**src/led_pwm_map.svh**
```systemverilog
`ifndef LED_PWM_MAP_SVH
`define LED_PWM_MAP_SVH

// Width of one gray word and of the serial shift register
`define WORD_W 16
// Number of driven channels
`define CHANNELS 16
// Bits of the channel index
`define IDX_W 4
// Divided form splits the period into 2**SEG_BITS segments (128)
`define SEG_BITS 7
// Resolution codes
`define RES_16 2'b00
`define RES_14 2'b01
`define RES_12 2'b10
`define RES_10 2'b11
// Resolutions in bits
`define RES_16_BITS 5'd16
`define RES_14_BITS 5'd14
`define RES_12_BITS 5'd12
`define RES_10_BITS 5'd10
// Depth of the word FIFO
`define FIFO_DEPTH 4
// System cycles of lag between neighbouring channels when staggered
`define STAGGER_STEP 1
// Option bit defaults
`define OPT_DEFAULT 1'b0

`endif

```
**src/led_pwm_pkg.sv**
```systemverilog
package led_pwm_pkg;

  // Option bits set by the host's configuration
  typedef struct packed {
    logic [1:0] resolution;   // Selects 16/14/12/10-bit periods
    logic second_threshold;   // Short detect threshold select
    logic no_stagger;         // 1 switches all channels together
    logic serial_data_output_falling;       // 1 advances serial out on falling edge
    logic one_shot;           // 1 runs one period per apply
    logic async_update;       // 1 applies data at once
    logic divided;            // 1 spreads on time over segments
  } opts_s;

  // Command pulses after synchronising and edge detection
  typedef struct packed {
    logic store;
    logic apply;
    logic stop;
  } cmd_s;

  // Period sequencer states, Gray coded
  typedef enum logic [1:0] {
    ST_IDLE = 2'b00,
    ST_RUN = 2'b01
  } run_state_e;

endpackage

```
**src/led_pwm_ctrl.sv**
```systemverilog
`timescale 1ns/1ps
`include "led_pwm_map.svh"

module led_pwm_ctrl
  import led_pwm_pkg::*;
#(
  parameter int CHANNELS = `CHANNELS,
  parameter int WORD_W = `WORD_W,
  parameter int FIFO_DEPTH = `FIFO_DEPTH
)
(
  input wire logic CLK_SYS,
  input wire logic SRST,
  input wire logic SERIAL_DATA_IN,
  input wire logic SHIFT_CLOCK,
  input wire logic STORE_WORD_COMMAND,
  input wire logic APPLY_DATA_COMMAND,
  input wire logic STOP_OUTPUT_COMMAND,
  input wire logic GRAYSCALE_COUNT_CLOCK,
  input wire opts_s OPTIONS,
  output logic SERIAL_DATA_OUTPUT,
  output logic [CHANNELS-1:0] CHANNEL_CURRENT_OUTPUT,
  output logic SECOND_SHORT_THRESHOLD_SEL,
  output logic PERIOD_RUNNING,
  output logic STORE_BUSY
);

  // ************************************************
  // Pin synchronisers and edge detection
  // ************************************************
  localparam int NSYNC = 6;

  logic [NSYNC-1:0] pins;             // Raw pins, all from outside the domain
  logic [NSYNC-1:0] sync1_reg;        // First stage, read only by the second
  logic [NSYNC-1:0] sync2_reg;        // Second stage, safe to use
  logic [NSYNC-1:0] prev_reg;         // Last value of the second stage
  logic sck_rise, sck_fall, gclk_rise;
  cmd_s cmd;

  assign pins = {SERIAL_DATA_IN, SHIFT_CLOCK, GRAYSCALE_COUNT_CLOCK,
                 STORE_WORD_COMMAND, APPLY_DATA_COMMAND, STOP_OUTPUT_COMMAND};
  assign sck_rise = sync2_reg[4] && !prev_reg[4];
  assign sck_fall = !sync2_reg[4] && prev_reg[4];
  assign gclk_rise = sync2_reg[3] && !prev_reg[3];
  assign cmd.store = sync2_reg[2] && !prev_reg[2];
  assign cmd.apply = sync2_reg[1] && !prev_reg[1];
  assign cmd.stop = sync2_reg[0] && !prev_reg[0];

  // Two flops per pin, then one more for edge finding
  always_ff @(posedge CLK_SYS)
  begin
    if (SRST)
    begin
      sync1_reg <= '0;
      sync2_reg <= '0;
      prev_reg <= '0;
    end
    else
    begin
      sync1_reg <= pins;
      sync2_reg <= sync1_reg;
      prev_reg <= sync2_reg;
    end
  end

  // ************************************************
  // Helper functions
  // ************************************************

  // Resolution code to a mask of the counted bits
  function automatic logic [WORD_W-1:0] res_mask(input logic [1:0] res);
    logic [4:0] bits;
    bits = `RES_16_BITS;
    unique case (res)
      `RES_16: bits = `RES_16_BITS;
      `RES_14: bits = `RES_14_BITS;
      `RES_12: bits = `RES_12_BITS;
      `RES_10: bits = `RES_10_BITS;
    endcase
    res_mask = WORD_W'((17'h1_0000 >> (5'd16 - bits)) - 17'h1);
  endfunction

  // Divided form: segment number in low bits, offset in high bits, so
  // the on time is dealt out over the segments in turn instead of one block
  function automatic logic [WORD_W-1:0] divide_count(input logic [WORD_W-1:0] c,
                                                    input logic [1:0] res);
    logic [4:0] bits;
    logic [4:0] obits;
    logic [WORD_W-1:0] seg;
    logic [WORD_W-1:0] off;
    bits = `RES_16_BITS;
    unique case (res)
      `RES_16: bits = `RES_16_BITS;
      `RES_14: bits = `RES_14_BITS;
      `RES_12: bits = `RES_12_BITS;
      `RES_10: bits = `RES_10_BITS;
    endcase
    obits = bits - 5'(`SEG_BITS);
    seg = (c >> obits) & WORD_W'((1 << `SEG_BITS) - 1);
    off = c & WORD_W'((17'h1 << obits) - 17'h1);
    divide_count = WORD_W'(off << `SEG_BITS) | seg;
  endfunction

  // ************************************************
  // Word path FIFO
  // ************************************************
  logic push_pend_reg, push_pend_next;      // Word waiting for FIFO room
  logic [WORD_W-1:0] push_word_reg, push_word_next;
  logic fifo_in_ready;
  logic [WORD_W-1:0] fifo_out_data;
  logic fifo_out_valid;
  logic load_ready;

  word_fifo #(
    .WIDTH(WORD_W),
    .DEPTH(FIFO_DEPTH)
  ) u_word_fifo (
    .clk(CLK_SYS),
    .srst(SRST),
    .in_data(push_word_reg),
    .in_valid(push_pend_reg),
    .in_ready(fifo_in_ready),
    .out_data(fifo_out_data),
    .out_valid(fifo_out_valid),
    .out_ready(load_ready)
  );

  // ************************************************
  // Control state
  // ************************************************
  logic [WORD_W-1:0] shift_reg, shift_next;          // Serial shift register
  logic serial_data_output_reg, serial_data_output_next;                         // Serial output bit
  logic apply_pend_reg, apply_pend_next;             // Apply waiting for drain
  logic [`IDX_W-1:0] idx_reg, idx_next;              // Next channel to load
  logic [WORD_W-1:0] data_reg [CHANNELS];            // Stored, not yet applied
  logic [WORD_W-1:0] data_next [CHANNELS];
  logic [WORD_W-1:0] snap_reg [CHANNELS];            // Applied, waiting for period end
  logic [WORD_W-1:0] snap_next [CHANNELS];
  logic snap_valid_reg, snap_valid_next;
  logic [WORD_W-1:0] live_reg [CHANNELS];            // Data driving the outputs
  logic [WORD_W-1:0] live_next [CHANNELS];
  logic [WORD_W-1:0] cnt_reg, cnt_next;              // Gray clock count in period
  run_state_e state_reg, state_next;
  logic apply_fire;
  logic period_end;

  // Stall the loader while a stop clears the channel index
  assign load_ready = !cmd.stop;
  // Apply acts only when every earlier word has reached its channel
  assign apply_fire = apply_pend_reg && !push_pend_reg && !fifo_out_valid;
  assign period_end = (state_reg == ST_RUN) && gclk_rise
                      && (cnt_reg == res_mask(OPTIONS.resolution));

  // Next values for the serial, loading and period logic
  always_comb
  begin
    shift_next = shift_reg;
    serial_data_output_next = serial_data_output_reg;
    push_pend_next = push_pend_reg;
    push_word_next = push_word_reg;
    apply_pend_next = apply_pend_reg;
    idx_next = idx_reg;
    data_next = data_reg;
    snap_next = snap_reg;
    snap_valid_next = snap_valid_reg;
    live_next = live_reg;
    cnt_next = cnt_reg;
    state_next = state_reg;

    // Input bits enter on the shift clock's rising edge
    if (sck_rise)
    begin
      shift_next = {shift_reg[WORD_W-2:0], sync2_reg[5]};
    end
    // Output follows the bit falling out, on the selected edge
    if (OPTIONS.serial_data_output_falling ? sck_fall : sck_rise)
    begin
      serial_data_output_next = shift_reg[WORD_W-1];
    end

    // Handing a word to the FIFO frees the slot
    if (push_pend_reg && fifo_in_ready)
    begin
      push_pend_next = 1'b0;
    end
    // Store and apply both capture the shifted word; a new one wins over the clear
    if (cmd.store || cmd.apply)
    begin
      push_pend_next = 1'b1;
      push_word_next = shift_reg;
    end
    // A word arriving while one is still waiting would overwrite it;
    // the host spacing keeps this from happening
    if (cmd.apply)
    begin
      apply_pend_next = 1'b1;
    end

    // Words land in channel order, wrapping after the last
    if (fifo_out_valid && load_ready)
    begin
      data_next[idx_reg] = fifo_out_data;
      idx_next = idx_reg + 1'b1;
    end

    // Period counting on the gray clock's rising edge
    if ((state_reg == ST_RUN) && gclk_rise)
    begin
      cnt_next = cnt_reg + 1'b1;
      if (period_end)
      begin
        cnt_next = '0;
        if (snap_valid_reg)
        begin
          // Only the latest applied data is held in the snapshot
          live_next = snap_reg;
          snap_valid_next = 1'b0;
        end
        else if (OPTIONS.one_shot)
        begin
          state_next = ST_IDLE;
        end
        else
        begin
          state_next = ST_RUN;
        end
      end
    end

    // Apply after the FIFO has drained
    if (apply_fire)
    begin
      apply_pend_next = cmd.apply;
      idx_next = '0;
      if (OPTIONS.async_update || (state_reg == ST_IDLE))
      begin
        // Abort the running period and restart with the new data
        live_next = data_reg;
        snap_valid_next = 1'b0;
        cnt_next = '0;
        state_next = ST_RUN;
      end
      else
      begin
        // Held until the running period ends; a later apply replaces it
        snap_next = data_reg;
        snap_valid_next = 1'b1;
      end
    end

    // Stop command turns outputs off and restarts channel order
    if (cmd.stop)
    begin
      state_next = ST_IDLE;
      cnt_next = '0;
      snap_valid_next = 1'b0;
      idx_next = '0;
    end
  end

  // Control registers
  always_ff @(posedge CLK_SYS)
  begin
    if (SRST)
    begin
      shift_reg <= '0;
      serial_data_output_reg <= 1'b0;
      push_pend_reg <= 1'b0;
      push_word_reg <= '0;
      apply_pend_reg <= 1'b0;
      idx_reg <= '0;
      snap_valid_reg <= 1'b0;
      cnt_reg <= '0;
      state_reg <= ST_IDLE;
      for (int i = 0; i < CHANNELS; i++)
      begin
        data_reg[i] <= '0;
        snap_reg[i] <= '0;
        live_reg[i] <= '0;
      end
    end
    else
    begin
      shift_reg <= shift_next;
      serial_data_output_reg <= serial_data_output_next;
      push_pend_reg <= push_pend_next;
      push_word_reg <= push_word_next;
      apply_pend_reg <= apply_pend_next;
      idx_reg <= idx_next;
      snap_valid_reg <= snap_valid_next;
      cnt_reg <= cnt_next;
      state_reg <= state_next;
      data_reg <= data_next;
      snap_reg <= snap_next;
      live_reg <= live_next;
    end
  end

  // ************************************************
  // Channel compare and stagger
  // ************************************************
  logic [CHANNELS-1:0] raw_next;                     // Undelayed on pattern
  logic [CHANNELS-1:0] hist_reg [CHANNELS];          // Pattern history, newest first
  logic [CHANNELS-1:0] hist_next [CHANNELS];
  logic [CHANNELS-1:0] out_next;
  logic [CHANNELS-1:0] out_reg;
  logic thresh_reg, thresh_next;

  // On pattern, delay line and output select
  always_comb
  begin
    logic [WORD_W-1:0] mask;
    logic [WORD_W-1:0] pos;
    mask = res_mask(OPTIONS.resolution);
    pos = OPTIONS.divided ? divide_count(cnt_reg, OPTIONS.resolution)
                          : cnt_reg;
    for (int k = 0; k < CHANNELS; k++)
    begin
      // On while the position is below the word: word counts of on time
      raw_next[k] = (state_reg == ST_RUN) && (pos < (live_reg[k] & mask));
    end
    hist_next[0] = raw_next;
    for (int k = 1; k < CHANNELS; k++)
    begin
      hist_next[k] = hist_reg[k-1];
    end
    // Channel k lags channel 0 by k steps; costs a short delay line but
    // keeps the simultaneous edges off the supply
    for (int k = 0; k < CHANNELS; k++)
    begin
      out_next[k] = OPTIONS.no_stagger ? raw_next[k]
                                       : hist_reg[k * `STAGGER_STEP][k];
    end
    thresh_next = OPTIONS.second_threshold;
  end

  // Output registers
  always_ff @(posedge CLK_SYS)
  begin
    if (SRST)
    begin
      out_reg <= '0;
      thresh_reg <= `OPT_DEFAULT;
      for (int k = 0; k < CHANNELS; k++)
      begin
        hist_reg[k] <= '0;
      end
    end
    else
    begin
      out_reg <= out_next;
      thresh_reg <= thresh_next;
      hist_reg <= hist_next;
    end
  end

  // Every output straight from a flop, except PERIOD_RUNNING, decoded from state_reg
  assign CHANNEL_CURRENT_OUTPUT = out_reg;
  assign SERIAL_DATA_OUTPUT = serial_data_output_reg;
  assign SECOND_SHORT_THRESHOLD_SEL = thresh_reg;
  assign PERIOD_RUNNING = (state_reg == ST_RUN);
  assign STORE_BUSY = push_pend_reg;

endmodule

```
**src/word_fifo.sv**
```systemverilog
`timescale 1ns/1ps
`include "led_pwm_map.svh"

module word_fifo
  import led_pwm_pkg::*;
#(
  parameter int WIDTH = `WORD_W,
  parameter int DEPTH = `FIFO_DEPTH
)
(
  input wire logic clk,
  input wire logic srst,
  input wire logic [WIDTH-1:0] in_data,
  input wire logic in_valid,
  output logic in_ready,
  output logic [WIDTH-1:0] out_data,
  output logic out_valid,
  input wire logic out_ready
);

  // ************************************************
  // Storage and pointers
  // ************************************************
  localparam int PW = $clog2(DEPTH);

  logic [WIDTH-1:0] mem_reg [DEPTH];  // Word storage
  logic [PW-1:0] wr_reg, wr_next;     // Write pointer
  logic [PW-1:0] rd_reg, rd_next;     // Read pointer
  logic [PW:0] cnt_reg, cnt_next;     // Words held
  logic push, pop;

  // Full and empty come straight from the count, so they never lie
  assign in_ready = (cnt_reg != DEPTH[PW:0]);
  assign out_valid = (cnt_reg != '0);
  assign out_data = mem_reg[rd_reg];

  // Next pointer and count values
  always_comb
  begin
    push = in_valid && in_ready;
    pop = out_valid && out_ready;
    wr_next = wr_reg;
    rd_next = rd_reg;
    cnt_next = cnt_reg;
    if (push)
    begin
      wr_next = (wr_reg == PW'(DEPTH - 1)) ? '0 : wr_reg + 1'b1;
    end
    if (pop)
    begin
      rd_next = (rd_reg == PW'(DEPTH - 1)) ? '0 : rd_reg + 1'b1;
    end
    if (push && !pop)
    begin
      cnt_next = cnt_reg + 1'b1;
    end
    else if (pop && !push)
    begin
      cnt_next = cnt_reg - 1'b1;
    end
  end

  // Pointer registers
  always_ff @(posedge clk)
  begin
    if (srst)
    begin
      wr_reg <= '0;
      rd_reg <= '0;
      cnt_reg <= '0;
    end
    else
    begin
      wr_reg <= wr_next;
      rd_reg <= rd_next;
      cnt_reg <= cnt_next;
    end
  end

  // Storage needs no reset; a word is only read after it is written
  always_ff @(posedge clk)
  begin
    if (push)
    begin
      mem_reg[wr_reg] <= in_data;
    end
  end

endmodule
```
**config.mk**
```make
export PLATFORM = sky130hd
export DESIGN_NAME = led_pwm_ctrl
export DESIGN_NICKNAME = d
export VERILOG_FILES = /design/src/led_pwm_pkg.sv /design/src/led_pwm_ctrl.sv /design/src/word_fifo.sv
export VERILOG_INCLUDE_DIRS = /design/src
export SDC_FILE = /design/constraint.sdc
export NUM_CORES = 2
export LEC_CHECK = 0
export BUFFER_PORTS_ARGS = -buffer_cell sky130_fd_sc_hd__buf_2
export CORE_ASPECT_RATIO = 0.6
export CORE_UTILIZATION = 40
export CTS_CLUSTER_SIZE = 12
export DETAILED_ROUTE_END_ITERATION = 8
export PLACE_DENSITY = 0.57
export REMOVE_ABC_BUFFERS = 1
export SLEW_MARGIN = 20
export SYNTH_ARGS = -nofsm -noshare
export SYNTH_HDL_FRONTEND = slang
export SYNTH_SLANG_ARGS = --single-unit
export TNS_END_PERCENT = 5
```
**constraint.sdc**
```tcl
create_clock -name CLK_SYS -period 6 [get_ports CLK_SYS]
set_input_delay 1.2 -clock CLK_SYS [delete_from_list [all_inputs] [get_ports CLK_SYS]]
set_output_delay 1.2 -clock CLK_SYS [all_outputs]
set_load 0.02 [all_outputs]
```
==> flow_summary.json <==
{
  "fp.dieArea_um2": 115000,
  "syn_to_final_growth_pct": 9.58,
  "wirelength_um": 145000,
  "viasPerCell": 5.37,
  "setup_viol_count_final": 0,
  "cts_post_setup_buffers_inserted": 0,
  "cp_top_family": "simple AND/OR/NAND/NOR gates",
  "ys_warn_count": 0,
  "die_x_um": 437,
  "ys_seq_area_share_pct": 48.5,
  "layout.cell_area.non_filler_um2": 49800,
  "route.detailed.wl_per_inst_um": 21.8,
  "row_count": 95,
  "netlist_area_um2": 45400,
  "worst-slew-pin-transition_ns": 1.19,
  "crit_path_top_delay_cell": "nor3b_4",
  "placement_stage_worst_setup_slack_ns": 0.631,
  "avgSynthCellArea_um2": 8.64,
  "path_class": "input port to flip-flop",
  "cp.arrival_ns": 5.43,
  "grt_pass1_wl_um": 217000,
  "drv_cap": 0,
  "vdd_drop_max_mv": 0.266,
  "via_count_of_the_first_global_routing_pass": 33200,
  "final_period_demand_of_the_worst_path_ns": 4.82,
  "drc": 6,
  "min-delay-path-class": "flip-flop to flip-flop",
  "tritoncts": "done",
  "numnets_final": 5387,
  "route.antenna.remaining_nets": 0,
  "netlist.top_cell.by_area": "dfxtp_1",
  "cellLeakagePower_uw": 0.0190,
  "fmax_mhz": 207,
  "synth_top_area_share_pct": 44.3,
  "cts_htree_levels": 3,
  "detailroute.via_count": 35800,
  "grtUsageTotal_pct": 24.9,
  "drt_first_pass_iters": 9,
  "layout.core_utilization_pct": 44.4,
  "hold_ws_ns": 0.430,
  "end_kind": "flip-flop",
  "worst_path_required_ns": 6.61,
  "rsz0062_at_grt": "false",
  "cts_hold_repair.buffers": 0,
  "worstSkewPairLatency_ns": 0.73,
  "worst_setup_hold_path_clk_slew_ns": 0.06,
  "numClockSinks": 1069,
  "finalHoldViolations": 0,
  "critical_path.n_buffers_inverters": 2,
  "chipHeight_um": 263,
  "clockBufferDepth": 3,
  "place.detailed.hpwl_um": 88700,
  "worstPathCellList": "buf_2 -> inv_1 -> ha_1 -> o21ai_1 -> nand3b_1 -> and3_1 -> nor3b_4 -> nand2_1 -> ha_1 -> nand4_1 -> nor3_1 -> o311ai_0 -> a32oi_1 -> o21ai_1",
  "synth-edff-count": 64,
  "final.setup_skew_ns": 0.0383,
  "initial_utilization_pct": 40.5,
  "synthesis.instances": 5254,
  "synth.top_cells.by_area": "dfxtp_1, nand2_1, ha_1",
  "timing.max_slew.rel_slack_pct": 20.1,
  "placed_cell_area_um2": 46700,
  "result_of_the_run": "finished with violations",
  "violations": "design-rule violations",
  "async_flop_share_pct": 0,
  "layout-drive-gt1-share_pct": 5.89,
  "gp_congestion": 0.859,
  "slowest_delay_ns": 0.71,
  "floorplan.core_area_um2": 112000,
  "final_max_slew_viol_count": 0,
  "grt_overflow": 0,
  "power_density_nw_per_um2": 312,
  "grt_max_degree": 157,
  "numPortBuffers": 35,
  "drt_iter0_markers": 3755,
  "layout_worst_path_cycle_share_pct": 80.4,
  "initial_antenna_violation_count": 8,
  "count_of_different_cell_masters_after_synthesis": 66,
  "post_cts_resize_count": 0,
  "finalWorstSetupSlack_ns": 1.18,
  "ys_dominant_reg_cell": "dfxtp_1",
  "critical_path.max_fanout": 12,
  "synthesis_stage_register_bit_count": 1069,
  "tritoncts.num_buffers": 104,
  "clk_root_buffer_cell": "clkbuf_16",
  "top_level_ports": 36,
  "startpoint_kind_of_the_worst_setup_timing_path": "input port"
}
-- per-layer routing --
layer	track usage, %	routed length (um)
met2	34.0	56500
met5	0	13
met3	7.46	14100
met4	6.29	3460
met1	37.6	71200
-- through the flow --
step,setup TNS (ns),power [uW],std cells
after floorplan,-3258.29,8360,4900
after global routing,0,16000,6662
after global placement,0,9390,6506
after CTS,0,15600,6661
after detailed placement,0,9410,6506
final,0,15500,6662
-- power breakdown --
group	internal, uW	total [uW]	switching [uW]
combinational	386	1900	1520
sequential	7280	7390	107
clock	3440	6230	2790
-- cell type report --
cell class	instances	area, um2
fill	11100	62400
sequential	1069	22000
multi-input combinational	3782	21700
clock buffer	140	2870
tap	1503	1880
timing repair buffer	103	833
clock inverter	15	208
inverter	49	184
antenna	1	2.50
-- synth_stat cells, types with 10 or more instances --
master    count
ha_1        261
inv_1        49
a21oi_1     621
nor3_1       38
and3_1       16
mux2i_1     280
o21ai_0      76
xor2_1       10
and4_1       10
nand4_1      36
edfxtp_1     64
buf_2        29
nor2b_1     157
o21a_1       11
a211o_1      14
buf_6        26
dfxtp_1    1005
xnor2_1      15
a211oi_2     10
a21o_1       12
a211oi_1     38
nand2b_1     43
nand3_1      69
buf_1        24
nand2_1    1599
o21ai_1     249
clkbuf_1    269
mux4_2       20
o211ai_1     20
nor2_1       95
-- worst register-to-register path, stage by stage (launching register included) --
cell and delay (ns):
dfxtp_1 0.56, inv_1 0.10, o21ai_2 0.65, buf_4 0.42
ha_1 0.23, nand2_1 0.08, nor3_1 0.65, o311ai_0 0.31
a32oi_1 0.25, o21ai_1 0.09
-- cells by family (layout without fill, tap and decap cells) --
logic type,count (synthesis),count (layout),synth area share (%)
other cells,0,1,0
fa+ha+maj,262,262,7.23
buf+inv,403,307,3.89
simple gates,2097,2097,19.4
flops,1069,1069,48.5
xor+xnor,26,26,0.518
mux,303,303,7.24
compound gates,1094,1094,13.2
-- path summary, 6_finish.rpt --
check / start / endpoint / slack [ns] / depth (start not counted)
max: OPTIONS[7] / CHANNEL_CURRENT_OUTPUT[1] / 1.18 / 14
max reg2reg: cnt_reg[11] / CHANNEL_CURRENT_OUTPUT[1] / 2.55 / 9
min reg2reg: hist_next[224] / CHANNEL_CURRENT_OUTPUT[0] / 0.43 / 2
min: hist_next[224] / CHANNEL_CURRENT_OUTPUT[0] / 0.43 / 2
-- cell usage in the layout (no fill, tap or decap), types with 5 or more instances in the layout --
cell / instances
nor2_1: 90
and4_1: 10
o221ai_1: 6
a211oi_2: 10
a21oi_1: 616
and2_1: 7
nor3_1: 38
clkbuf_8: 9
nand2_1: 1599
xnor2_1: 13
o21ai_0: 69
clkinv_2: 5
nand3b_1: 6
edfxtp_1: 64
o21ai_1: 249
o31ai_1: 8
a21oi_2: 5
mux4_2: 20
and3_1: 16
a21o_1: 12
ha_1: 259
buf_2: 34
xor2_1: 10
nor4_1: 6
buf_12: 11
a2111oi_0: 6
a211oi_1: 38
nand3_1: 67
nand2b_1: 42
o21a_1: 11
o211ai_1: 20
mux2i_1: 280
a211o_1: 14
dfxtp_1: 1005
inv_1: 49
buf_4: 57
clkbuf_1: 25
nand4_1: 36
nor2b_1: 157
clkbuf_16: 106
(Power assumes the default switching activity.)
